**config.mk**
```make
export PLATFORM = sky130hd
export DESIGN_NAME = adsc_top
export DESIGN_NICKNAME = d
export VERILOG_FILES = /design/src/adsc_fifo.v /design/src/adsc_top.v
export VERILOG_INCLUDE_DIRS = /design/src
export SDC_FILE = /design/constraint.sdc
export NUM_CORES = 1
export LEC_CHECK = 0
export ABC_AREA = 1
export BUFFER_PORTS_ARGS = -buffer_cell sky130_fd_sc_hd__buf_2
export CORE_ASPECT_RATIO = 0.75
export CORE_UTILIZATION = 25
export DETAILED_ROUTE_END_ITERATION = 12
export MAX_ROUTING_LAYER = met4
export PLACE_DENSITY = 0.42
export SYNTH_ARGS = -nofsm -noshare
export SYNTH_HDL_FRONTEND = slang
export SYNTH_SLANG_ARGS = --single-unit
```
**constraint.sdc**
```tcl
create_clock -name ref_clk -period 3.62 [get_ports ref_clk]
set_input_delay 0.362 -clock ref_clk [delete_from_list [all_inputs] [get_ports ref_clk]]
set_output_delay 0.362 -clock ref_clk [all_outputs]
set_load 0.02 [all_outputs]
```
**src/adsc_consts.vh**
```
`ifndef ADSC_CONSTS_VH
`define ADSC_CONSTS_VH
`define ADSC_OFS_SEQ   8'h00
`define ADSC_OFS_CLK   8'h04
`define ADSC_OFS_DMA   8'h08
`define ADSC_OFS_CH123 8'h0c
`define ADSC_OFS_CH0   8'h10
`define ADSC_OFS_SCAN  8'h14
`define ADSC_OFS_PIN_DIGITAL_SELECT  8'h18
`define ADSC_OFS_RES   8'h1c
`define ADSC_SEQ_MASK  16'h003f
`define ADSC_CLK_MASK  16'h9fff
`define ADSC_DMA_MASK  16'h0007
`define ADSC_CH123_MASK 16'h0707
`define ADSC_CH0_MASK  16'h9f9f
`define ADSC_IN_MASK   16'h1fff
`define ADSC_BUFFER_FILL_STATUS_BIT  7
`define ADSC_BUFFER_FILL_MODE_BIT  1
`define ADSC_CONVERSIONS_PER_INTERRUPT_LSB  2
`define ADSC_RESET     16'h0000
`define ADSC_HALF_BASE 4'h8
`endif

```
**src/adsc_fifo.v**
```verilog
`timescale 1ns/1ps
module adsc_fifo #(
  parameter WIDTH = 16,
  parameter DEPTH = 16,
  parameter AW    = 4
) (
  // clock and reset
  input  wire             ref_clk,
  input  wire             reset_n,
  // fill side
  input  wire             inValid,
  output wire             inReady,
  input  wire [WIDTH-1:0] inData,
  // drain side
  output wire             outValid,
  input  wire             outReady,
  output wire [WIDTH-1:0] outData
);
  reg [WIDTH-1:0] mem [0:DEPTH-1];
  reg [AW-1:0]    wrPtr_q;
  reg [AW-1:0]    rdPtr_q;
  reg [AW:0]      count_q;
  wire            doWr;
  wire            doRd;
  assign inReady  = (count_q != DEPTH);
  assign outValid = (count_q != 0);
  assign outData  = mem[rdPtr_q];
  assign doWr     = inValid & inReady;
  assign doRd     = outValid & outReady;
  always @(posedge ref_clk) begin
    if (doWr) begin
      mem[wrPtr_q] <= inData;
    end
    if (!reset_n) begin
      wrPtr_q <= {AW{1'b0}};
      rdPtr_q <= {AW{1'b0}};
      count_q <= {(AW+1){1'b0}};
    end else begin
      if (doWr) begin
        wrPtr_q <= wrPtr_q + 1'b1;
      end
      if (doRd) begin
        rdPtr_q <= rdPtr_q + 1'b1;
      end
      if (doWr && !doRd) begin
        count_q <= count_q + 1'b1;
      end else if (doRd && !doWr) begin
        count_q <= count_q - 1'b1;
      end
    end
  end
endmodule

```
**src/adsc_top.v**
```verilog
// Function
// event every increment-rate plus one conversions
// alternate fill base 0x0/0x8 in mode one
// fill status shows upper half active
// words per input two to field power
// channels 1-3 negative select decode
// channels 1-3 positive select AN3-5/AN0-2
// channel 0 negative zero uses reference
// channel 0 positive field binary index
// inputs 6-8 reserved on small package
// scan mask bit includes input
// missing scanned input converts reference
// digital pin ties mux to ground
// analog pin samples voltage
// config bits ignored for missing inputs
// unimplemented bits read zero
// converter clock divider plus one
// reset clears control fields
`timescale 1ns/1ps
`include "adsc_consts.vh"
module adsc_top #(
  parameter       NUM_INPUTS = 13,
  parameter       SMALL_PKG  = 0,
  parameter       FIFO_DEPTH = 16,
  parameter [12:0] PRESENT   = 13'h1fff
) (
  // clock and reset
  input  wire        ref_clk,
  input  wire        reset_n,
  // axi4-lite write
  input  wire [7:0]  s_axi_awaddr,
  input  wire        s_axi_awvalid,
  output reg         s_axi_awready,
  input  wire [31:0] s_axi_wdata,
  input  wire [3:0]  s_axi_wstrb,
  input  wire        s_axi_wvalid,
  output reg         s_axi_wready,
  output reg  [1:0]  s_axi_bresp,
  output reg         s_axi_bvalid,
  input  wire        s_axi_bready,
  // axi4-lite read
  input  wire [7:0]  s_axi_araddr,
  input  wire        s_axi_arvalid,
  output reg         s_axi_arready,
  output reg  [31:0] s_axi_rdata,
  output reg  [1:0]  s_axi_rresp,
  output reg         s_axi_rvalid,
  input  wire        s_axi_rready,
  // converter result stream
  input  wire        convDone,
  input  wire [15:0] convData,
  output reg         convReady,
  // dma result stream
  output reg         dmaValid,
  input  wire        dmaReady,
  output reg  [15:0] dmaData,
  output reg  [3:0]  dmaBufAddr,
  output reg         dmaAdvance,
  output reg  [7:0]  dmaWordsPerInput,
  // analog front end
  output reg  [4:0]  chZeroPosIdx,
  output reg         chZeroPosRef,
  output reg         chZeroNegRef,
  output reg  [11:0] chOneThreeSel,
  output reg  [12:0] scanEnable,
  output reg  [12:0] scanUsesRef,
  output reg  [12:0] pinDigital,
  output reg  [12:0] muxToGround,
  output reg  [8:0]  convClkDiv,
  input  wire        sampleSetB
);
  reg  [15:0] seqCtl_q;
  reg  [15:0] clkCtl_q;
  reg  [15:0] dmaLen_q;
  reg  [15:0] chOneThree_q;
  reg  [15:0] chZero_q;
  reg  [15:0] scanMask_q;
  reg  [15:0] pinCfg_q;
  reg  [3:0]  convCnt_q;
  reg  [2:0]  slot_q;
  reg         fillHalf_q;
  reg         awHeld_q;
  reg         wHeld_q;
  reg  [7:0]  awAddr_q;
  reg  [31:0] wData_q;
  reg  [3:0]  wStrb_q;
  wire [3:0]  rateCode;
  wire        fillMode;
  wire        fifoInReady;
  wire        fifoOutValid;
  wire [19:0] fifoOutData;
  wire        convTake;
  wire        lastOfGroup;
  wire [15:0] wVal;
  wire [3:0]  curAddr;
  wire [1:0]  negSel;
  wire        posSel;
  wire [4:0]  zeroPos;
  wire        zeroNeg;
  reg  [15:0] rdVal;
  reg         rdHit;
  reg  [15:0] oldVal;
  assign rateCode    = seqCtl_q[`ADSC_CONVERSIONS_PER_INTERRUPT_LSB+3:`ADSC_CONVERSIONS_PER_INTERRUPT_LSB];
  assign fillMode    = seqCtl_q[`ADSC_BUFFER_FILL_MODE_BIT];
  assign convTake    = convDone & fifoInReady;
  // group end count
  assign lastOfGroup = (convCnt_q == rateCode);
  // byte strobes keep unwritten bytes
  assign wVal        = {(wStrb_q[1] ? wData_q[15:8] : oldVal[15:8]),
                        (wStrb_q[0] ? wData_q[7:0] : oldVal[7:0])};
  // base of active half
  assign curAddr     = (fillHalf_q ? `ADSC_HALF_BASE : 4'h0) | {1'b0, slot_q};
  assign negSel  = sampleSetB ? chOneThree_q[10:9] : chOneThree_q[2:1];
  assign posSel  = sampleSetB ? chOneThree_q[8] : chOneThree_q[0];
  assign zeroPos = sampleSetB ? chZero_q[12:8] : chZero_q[4:0];
  assign zeroNeg = sampleSetB ? chZero_q[15] : chZero_q[7];

  adsc_fifo #(
    .WIDTH (20),
    .DEPTH (FIFO_DEPTH),
    .AW    (4)
  ) u_fifo (
    .ref_clk  (ref_clk),
    .reset_n  (reset_n),
    .inValid  (convDone),
    .inReady  (fifoInReady),
    .inData   ({curAddr, convData}),
    .outValid (fifoOutValid),
    .outReady (dmaReady | ~dmaValid),
    .outData  (fifoOutData)
  );

  // current value for byte merge
  always @* begin
    oldVal = 16'h0000;
    case (awAddr_q)
      `ADSC_OFS_SEQ: begin
        oldVal = seqCtl_q;
      end
      `ADSC_OFS_CLK: begin
        oldVal = clkCtl_q;
      end
      `ADSC_OFS_DMA: begin
        oldVal = dmaLen_q;
      end
      `ADSC_OFS_CH123: begin
        oldVal = chOneThree_q;
      end
      `ADSC_OFS_CH0: begin
        oldVal = chZero_q;
      end
      `ADSC_OFS_SCAN: begin
        oldVal = scanMask_q;
      end
      `ADSC_OFS_PIN_DIGITAL_SELECT: begin
        oldVal = pinCfg_q;
      end
      default: begin
        oldVal = 16'h0000;
      end
    endcase
  end

  // register file and bus slave
  always @(posedge ref_clk) begin
    if (!reset_n) begin
      // clear on reset
      seqCtl_q      <= `ADSC_RESET;
      clkCtl_q      <= `ADSC_RESET;
      dmaLen_q      <= `ADSC_RESET;
      chOneThree_q  <= `ADSC_RESET;
      chZero_q      <= `ADSC_RESET;
      scanMask_q    <= `ADSC_RESET;
      pinCfg_q      <= `ADSC_RESET;
      awHeld_q      <= 1'b0;
      wHeld_q       <= 1'b0;
      awAddr_q      <= 8'h00;
      wData_q       <= 32'h00000000;
      wStrb_q       <= 4'h0;
      s_axi_awready <= 1'b0;
      s_axi_wready  <= 1'b0;
      s_axi_bvalid  <= 1'b0;
      s_axi_bresp   <= 2'b00;
    end else begin
      s_axi_awready <= ~awHeld_q & ~s_axi_awready & s_axi_awvalid & ~s_axi_bvalid;
      s_axi_wready  <= ~wHeld_q & ~s_axi_wready & s_axi_wvalid & ~s_axi_bvalid;
      if (s_axi_awvalid && s_axi_awready) begin
        awHeld_q <= 1'b1;
        awAddr_q <= s_axi_awaddr;
      end
      if (s_axi_wvalid && s_axi_wready) begin
        wHeld_q <= 1'b1;
        wData_q <= s_axi_wdata;
        wStrb_q <= s_axi_wstrb;
      end
      if (awHeld_q && wHeld_q && !s_axi_bvalid) begin
        s_axi_bvalid <= 1'b1;
        s_axi_bresp  <= 2'b00;
        awHeld_q     <= 1'b0;
        wHeld_q      <= 1'b0;
        case (awAddr_q)
          `ADSC_OFS_SEQ: begin
            seqCtl_q <= wVal & `ADSC_SEQ_MASK;
          end
          `ADSC_OFS_CLK: begin
            clkCtl_q <= wVal & `ADSC_CLK_MASK;
          end
          `ADSC_OFS_DMA: begin
            dmaLen_q <= wVal & `ADSC_DMA_MASK;
          end
          `ADSC_OFS_CH123: begin
            chOneThree_q <= wVal & `ADSC_CH123_MASK;
          end
          `ADSC_OFS_CH0: begin
            chZero_q <= wVal & `ADSC_CH0_MASK;
          end
          // all scan bits writable
          `ADSC_OFS_SCAN: begin
            scanMask_q <= wVal & `ADSC_IN_MASK;
          end
          // all config bits writable
          `ADSC_OFS_PIN_DIGITAL_SELECT: begin
            pinCfg_q <= wVal & `ADSC_IN_MASK;
          end
          default: begin
            s_axi_bresp <= 2'b10;
          end
        endcase
      end else if (s_axi_bvalid && s_axi_bready) begin
        s_axi_bvalid <= 1'b0;
      end
    end
  end

  // read decode
  always @* begin
    rdVal = 16'h0000;
    rdHit = 1'b1;
    // unused bits zero
    case (s_axi_araddr)
      `ADSC_OFS_SEQ: begin
        rdVal = seqCtl_q | {8'h00, fillHalf_q, 7'h00};
      end
      `ADSC_OFS_CLK: begin
        rdVal = clkCtl_q;
      end
      `ADSC_OFS_DMA: begin
        rdVal = dmaLen_q;
      end
      `ADSC_OFS_CH123: begin
        rdVal = chOneThree_q;
      end
      `ADSC_OFS_CH0: begin
        rdVal = chZero_q;
      end
      `ADSC_OFS_SCAN: begin
        rdVal = scanMask_q;
      end
      `ADSC_OFS_PIN_DIGITAL_SELECT: begin
        rdVal = pinCfg_q;
      end
      `ADSC_OFS_RES: begin
        rdVal = {12'h000, convCnt_q};
      end
      default: begin
        rdHit = 1'b0;
      end
    endcase
  end

  always @(posedge ref_clk) begin
    if (!reset_n) begin
      s_axi_arready <= 1'b0;
      s_axi_rvalid  <= 1'b0;
      s_axi_rdata   <= 32'h00000000;
      s_axi_rresp   <= 2'b00;
    end else begin
      s_axi_arready <= s_axi_arvalid & ~s_axi_arready & ~s_axi_rvalid;
      if (s_axi_arvalid && s_axi_arready) begin
        s_axi_rvalid <= 1'b1;
        s_axi_rdata  <= {16'h0000, rdVal};
        s_axi_rresp  <= rdHit ? 2'b00 : 2'b10;
      end else if (s_axi_rvalid && s_axi_rready) begin
        s_axi_rvalid <= 1'b0;
      end
    end
  end

  // conversion sequencing and dma stream
  always @(posedge ref_clk) begin
    if (!reset_n) begin
      convCnt_q  <= 4'h0;
      slot_q     <= 3'h0;
      fillHalf_q <= 1'b0;
      dmaAdvance <= 1'b0;
      dmaValid   <= 1'b0;
      dmaData    <= 16'h0000;
      dmaBufAddr <= 4'h0;
      convReady  <= 1'b0;
    end else begin
      convReady  <= fifoInReady;
      dmaAdvance <= 1'b0;
      if (convTake) begin
        if (lastOfGroup) begin
          // event after group
          convCnt_q  <= 4'h0;
          slot_q     <= 3'h0;
          dmaAdvance <= 1'b1;
          // alternate halves
          // status tracks half
          fillHalf_q <= fillMode ? ~fillHalf_q : 1'b0;
        end else begin
          convCnt_q <= convCnt_q + 4'h1;
          slot_q    <= slot_q + 3'h1;
        end
      end
      if (fifoOutValid && (dmaReady || !dmaValid)) begin
        dmaValid   <= 1'b1;
        dmaData    <= fifoOutData[15:0];
        // location taken with word
        dmaBufAddr <= fifoOutData[19:16];
      end else if (dmaReady) begin
        dmaValid <= 1'b0;
      end
    end
  end

  // analog configuration outputs
  genvar gi;
  generate
    for (gi = 0; gi < 13; gi = gi + 1) begin : g_pin
      always @(posedge ref_clk) begin
        if (!reset_n) begin
          scanEnable[gi]  <= 1'b0;
          scanUsesRef[gi] <= 1'b0;
          pinDigital[gi]  <= 1'b0;
          muxToGround[gi] <= 1'b0;
        end else begin
          // scan include
          scanEnable[gi]  <= scanMask_q[gi];
          // missing input to reference
          scanUsesRef[gi] <= scanMask_q[gi] & ~PRESENT[gi];
          // digital grounds mux
          // analog samples pin
          // ignore missing ports
          pinDigital[gi]  <= pinCfg_q[gi] & PRESENT[gi];
          muxToGround[gi] <= pinCfg_q[gi] & PRESENT[gi];
        end
      end
    end
  endgenerate

  always @(posedge ref_clk) begin
    if (!reset_n) begin
      chZeroPosIdx     <= 5'h00;
      chZeroPosRef     <= 1'b0;
      chZeroNegRef     <= 1'b1;
      chOneThreeSel    <= 12'h000;
      convClkDiv       <= 9'h001;
      dmaWordsPerInput <= 8'h01;
    end else begin
      // binary index
      chZeroPosIdx <= zeroPos;
      // reserved codes use reference
      chZeroPosRef <= (SMALL_PKG != 0) && (zeroPos >= 5'h06) && (zeroPos <= 5'h08);
      // zero selects reference
      chZeroNegRef <= ~zeroNeg;
      // negative group decode
      case (negSel)
        2'b11: chOneThreeSel[11:6] <= {2'b11, 4'h9};
        2'b10: chOneThreeSel[11:6] <= {2'b10, 4'h6};
        default: chOneThreeSel[11:6] <= {2'b00, 4'h0};
      endcase
      // positive group select
      chOneThreeSel[5:0] <= posSel ? {2'b01, 4'h3} : {2'b00, 4'h0};
      // divider plus one
      convClkDiv <= {1'b0, clkCtl_q[7:0]} + 9'h001;
      // two to the field
      dmaWordsPerInput <= 8'h01 << dmaLen_q[2:0];
    end
  end
endmodule

```
==> metrics, run 1 <==
Worst Path Arrival 3.38 ns; detailed placement HPWL between 40 and 50 mm; r2r setup slk between 0.7 and 0.8 ns; total design power around 0.016 W; antenna violations before repair 2; H-tree Lvls 2; flops & latches, synth about 530; register area share after synthesis between 60% and 70%; initial core utilization 25.4%; startpoint types flip-flop; RSZ-0062 raised after global routing false; Min-Delay Path Class primary input to flip-flop; Final Hold Slack 0.0415 ns; fmax 348 MHz; Int Pwr 0.0111 W; max_cap viols 0; Slew @ Worst Pin between 1 and 1.5 ns; status complete, no violations; vias post-DR 16677; Syn Inst Count around 2300; Layout Nets between 2000 and 3000; fin cells roughly 3600; CTS tree done; Pins Over Slew Limit 0; P&R area growth vs syn 17.0%; total CTS buffers between 50 and 60; first-pass GRT wire length just over 100 mm; pwr dens a little over 600 nW/um2; largest net degree at the start of global routing 163; placed cell count between 3000 and 4000; I/O Pins 230; Yosys warnings 0; first-pass iteration count of the detailed router 5; Die Span Y 261 um; Fin. Hold Viols 0; setup_tns 0 ns; Critical Path RT 4.13 ns; Setup Fix Bufs, Post-CTS 0; area of the die just over 90000 um2; count of input and output buffers 172; most frequent cell after synthesis nor2_1; Tcrit/Tclk final 79.3%; syn_area_per_cell approximately 10 um2; Worst Setup End Kind flip-flop; Clock transition at path regs roughly 0.06 ns; Post-Synthesis Cell Area roughly 22000 um2; sw frac a little under a third; Synth cell types ~40; largest area contributor in the synthesized netlist edfxtp_1; Final setup viols 0; post-route cell area roughly 26000 um2; main flop type after synthesis edfxtp_1; combinational group share of total power around a fifth; asr flop ratio synth 0%; critical path class flip-flop to flip-flop; Crit Path Max Fanout 15; gpl congestion around 0.87; GRT overflow 0; slew margin rel. about a third; wire per inst roughly 19 um; top-area cell type share of the netlist area a little over two fifths; Sequential Power Share between 40 and 50%; Total GRT Usage approximately 15%; Net Switching 0.00512 W; Starting DRT DRC Count ~1500; root buffer cell clkbuf_16; synth cell count leaders nor2_1 (385), edfxtp_1 (320), o21ai_0 (248), nand2_1 (242), nand3_1 (224); layout cell share with drive strength beyond 1 about 15%; ANT nets after route 0; peak supply drop around 0.57 mV; static leakage a little over 10 nW; clock latency on the worst-skew pair around 0.63 ns; Die W between 300 and 400 um; Clock Skew 0.0151 ns; Vias/cell around 4.6; placed instance area 24100 um2; top post-synthesis cells by area edfxtp_1 (43%), dfxtp_1 (19%), nor2_1 (6.5%); CTS sink count 531; fin crit period roughly 2.9 ns; row cnt 94; Post-Route WL ~70 mm; Clk pwr share a little over a third; DRC 0; Post-synth EDFFs 320; Core ar. roughly 88000 um2; total of cells resized after clock tree synthesis 0; vias in the first global route 15915; Max clock buf depth 3
[metal layers]
metal  global-route usage, %  share of wire (%)  up-vias  wire [um]
li1                        -                  -     8028          -
met1                    21.7                 49     8075      33700
met2                    21.5                 42      470      28600
met3                    3.51                7.0      104       4800
met4                    3.72                1.9        0       1290
met5                       -                  0        -          0
[layout make-up]
class / instances / area, um2
diodes: 1 / 2.50
clock buffers: 82 / 1640
clock inverters: 24 / 225
fillers: 9105 / 62000
inverters: 183 / 704
multi-input cells: 1438 / 6940
flip-flops and latches: 531 / 13800
well taps: 1152 / 1440
repair buffers: 231 / 1390
[logic make-up after synthesis]
| group | Yosys count | share of synthesized area, % |
|---|---|---|
| AO/OA/AOI/OAI | 471 | 11.5 |
| XOR/XNOR | 10 | 0.391 |
| adder cells (fa/ha/maj) | 13 | 0.760 |
| multiplexers | 1 | 0.0503 |
| buffers and inverters | 362 | 7.95 |
| AND/OR/NAND/NOR | 906 | 17.5 |
| flip-flops | 531 | 61.8 |
| other | 1 | 0.0168 |
[path summary, 6_finish.rpt]
| check | depth (start not counted) | endpoint | startpoint |
|---|---|---|---|
| worst max register to register | 15 | u_fifo.count_q[4]$_SDFFE_PN0P_ | u_fifo.count_q[1]$_SDFFE_PN0P_ |
| worst min-delay path | 3 | awAddr_q[1]$_SDFFE_PN0P_ | s_axi_awaddr[1] |
| worst max-delay path | 15 | u_fifo.count_q[4]$_SDFFE_PN0P_ | u_fifo.count_q[1]$_SDFFE_PN0P_ |
| worst min register to register | 1 | s_axi_awready$_SDFF_PN0_ | awHeld_q$_SDFFE_PP0P_ |
[cells in the final DEF, fill, tap and decap left out, drive strengths merged, types with 4 or more instances in the layout]
cell         netlist  final
clkinv             2     19
o211ai            80     80
o21ai            285    285
nor3              15     15
edfxtp           320    320
inv              180    180
nor4               5      5
nand2            257    257
buf              120    211
nand3            224    224
a21oi            101    101
bufinv             1      4
dfxtp            211    211
conb               1     37
xor2               4      4
dlygate4sd3        0     20
clkinvlp           0      4
ha                12     12
xnor2              6      6
clkbuf            59     82
nor2             401    401
[registers in the layout, summed over array words and instances, names as in the netlist, 13 cells and up]
| register | count |
|---|---|
| clkCtl_q | 14 |
| dmaData | 16 |
| muxToGround | 13 |
| pinCfg_q | 13 |
| s_axi_rdata | 14 |
| scanEnable | 13 |
| scanMask_q | 13 |
| u_fifo.mem | 320 |
| wData_q | 14 |
[repair_timing]
item	in CTS	in global routing
hold buffers	20	0
endpoints found under the hold margin	20	0
endpoints found under the setup margin	0	0
[worst max-delay path, stage by stage, from the launching register on]
cell and delay, ns:
dfxtp_1 0.35, nor4_2 0.30, nand2_1 0.14, nand2_2 0.23, inv_1 0.26, ha_1 0.33
inv_1 0.12, ha_1 0.29, nand2_1 0.09, nand2_1 0.05, a21oi_1 0.17, nor2_1 0.06
nor2_1 0.13, nand2_1 0.07, o21ai_0 0.14, nor2_1 0.05
[power by group through the flow]
stage / registers, W / clock network [W] / logic (W)
global route: 0.00694 / 0.00628 / 0.00393
detailed placement: 0.00703 / 0 / 0.00348
global placement: 0.00703 / 0 / 0.00346
CTS: 0.00690 / 0.00605 / 0.00352
finish: 0.00690 / 0.00585 / 0.00344
floorplan: 0.00703 / 0 / 0.00244
[per-stage QoR]
step,setup slack [ns],utilization [%]
3_5_place_dp,0.737,27.3
6_report,0.750,29.7
4_1_cts,0.740,29.7
5_1_grt,0.360,29.7
2_1_floorplan,1.24,-
3_3_place_gp,0.690,27.3
No activity file was read; power rests on OpenSTA's default activity.
==> inputs of run 2 (changes only) <==
==> constraint.sdc (replaced) <==
create_clock -name ref_clk -period 2.73 [get_ports ref_clk]
set_input_delay 0.273 -clock ref_clk [delete_from_list [all_inputs] [get_ports ref_clk]]
set_output_delay 0.273 -clock ref_clk [all_outputs]
set_load 0.02 [all_outputs]
==> metrics, run 2 (synthesized netlist as in run 1, its figures left out) <==
setup_tns 0 ns; pwr dens approximately 830 nW/um2; placed cell count 3542; Pins Over Slew Limit 0; Starting DRT DRC Count roughly 1400; Most Crowded Layer GR met1; commonest non-fill, non-tap cell in the layout nor2_1; Critical Path RT about 3.3 ns; Clock transition at path regs around 0.07 ns; vias post-DR 17154; fin cells between 3000 and 4000; vias in the first global route around 16000; Clock Skew 0.0396 ns; detailed placement HPWL between 40 and 50 mm; static leakage around 11 nW; root buffer cell clkbuf_16; Fin. Hold Viols 0; grt met2 use 22.7%; Largest Register u_fifo.mem; wire per inst roughly 20 um; Die W 347 um; status complete, no violations; placed instance area 24400 um2; count of input and output buffers about 170; total CTS buffers 58; M3 GR Usage about 3.4%; Final Core Density between 30% and 40%; largest net degree at the start of global routing about 100; initial core utilization roughly a quarter; antenna violations before repair 4; DRC 0; Worst Setup End Kind flip-flop; Slew @ Worst Pin roughly 1.1 ns; Total GRT Usage between 10% and 20%; commonest cells after routing, fill and taps aside nor2_1 (369), edfxtp_1 (320), o21ai_0 (248), nand2_1 (242), nand3_1 (224); ANT nets after route 0; H-tree Lvls 2; Worst Path Arrival 2.98 ns; Max clock buf depth 3; clock latency on the worst-skew pair 0.65 ns; peak supply drop roughly 0.55 mV; Final Hold Slack roughly 0.044 ns; CTS tree done; fin crit period approximately 2.4 ns; Die Span Y between 200 and 300 um; critical path class flip-flop to flip-flop; Layout Nets 2584; routing usage on met1 between 20 and 25%; CTS sink count between 500 and 600; RSZ-0062 raised after global routing false; slew margin rel. around 28%; max reg flops 320; Tcrit/Tclk final 89.2%; GRT overflow 0; row cnt 94; Core ar. slightly below 90000 um2; startpoint types flip-flop; total of cells resized after clock tree synthesis 0; P&R area growth vs syn 20.4%; gpl congestion around 0.90; largest registers u_fifo.mem x320, dmaData x16; area of the die ~91000 um2; Final setup viols 0; max_cap viols 0; fmax just over 400 MHz; Post-Route WL roughly 72 mm; Crit Path Max Fanout 4; layout cell share with drive strength beyond 1 16.3%; first-pass GRT wire length ~110 mm; first-pass iteration count of the detailed router 7; I/O Pins 230; Vias/cell ~4.6; Min-Delay Path Class primary input to flip-flop; post-route cell area roughly 27000 um2
-- run 2: changes by cell type in the layout (fill, tap and decap cells not counted), sizes merged --
| cell | before | now |
|---|---|---|
| bufinv | 4 | 8 |
| clkinvlp | 4 | 2 |
| dlygate4sd3 | 20 | 43 |
| clkinv | 19 | 21 |
| diode | 1 | 3 |
| buf | 211 | 238 |
-- run 2: area by class of cell --
class / instances / area [um2]
Antenna cell: 3 / 7.51
Clock buffer: 82 / 1720
Clock inverter: 28 / 393
Fill cell: 9153 / 61300
Inverter: 183 / 704
Multi-Input combinational cell: 1438 / 6940
Sequential cell: 531 / 13800
Tap cell: 1152 / 1440
Timing Repair Buffer: 281 / 1900
-- run 2: metrics by stage --
stage / setup slack (ns) / power, W
after global placement: 0.139 / 0.0141
final: 0.295 / 0.0225
after global routing: 0.0836 / 0.0237
after detailed placement: 0.214 / 0.0141
after CTS: 0.214 / 0.0228
after floorplan: 0.348 / 0.0126
-- run 2: worst paths after layout --
kind | start | end | slack, ns | depth (start not counted)
worst max-delay path | u_fifo.count_q[1]$_SDFFE_PN0P_ | u_fifo.count_q[4]$_SDFFE_PN0P_ | 0.29 | 15
worst min-delay path | convData[10] | u_fifo.mem[12][10]$_DFFE_PP_ | 0.04 | 1
worst max register to register | u_fifo.count_q[1]$_SDFFE_PN0P_ | u_fifo.count_q[4]$_SDFFE_PN0P_ | 0.29 | 15
worst min register to register | wHeld_q$_SDFFE_PP0P_ | s_axi_wready$_SDFF_PN0_ | 0.43 | 1
-- run 2: critical path: stages, from the launching register on --
cell and delay [ns]:
dfxtp_1 0.35, nor4_2 0.31, nand2_1 0.14, nand2_2 0.09
inv_1 0.06, ha_1 0.25, inv_1 0.12, ha_1 0.29
nand2_1 0.10, nand2_1 0.05, a21oi_1 0.15, nor2_1 0.06
nor2_1 0.12, nand2_1 0.06, o21ai_0 0.15, nor2_1 0.05
-- run 2: layer usage --
| metal | share of wire (%) | wire [um] | vias to the layer above |
|---|---|---|---|
| met5 | 0 | 0 | - |
| met4 | 2.0 | 1430 | 0 |
| met3 | 6.6 | 4770 | 100 |
| met2 | 42 | 30200 | 493 |
| met1 | 50 | 36000 | 8428 |
| li1 | - | - | 8133 |
-- run 2: report_power, final --
group	total [W]	switching [W]	internal, W
logic	0.00477	0.00326	0.00151
registers	0.00916	0.000303	0.00885
clock network	0.00855	0.00347	0.00507
-- run 2: repair_timing --
item,in CTS,in global routing
hold endpoints to repair,219,0
setup buffers,0,0
hold buffers,43,0
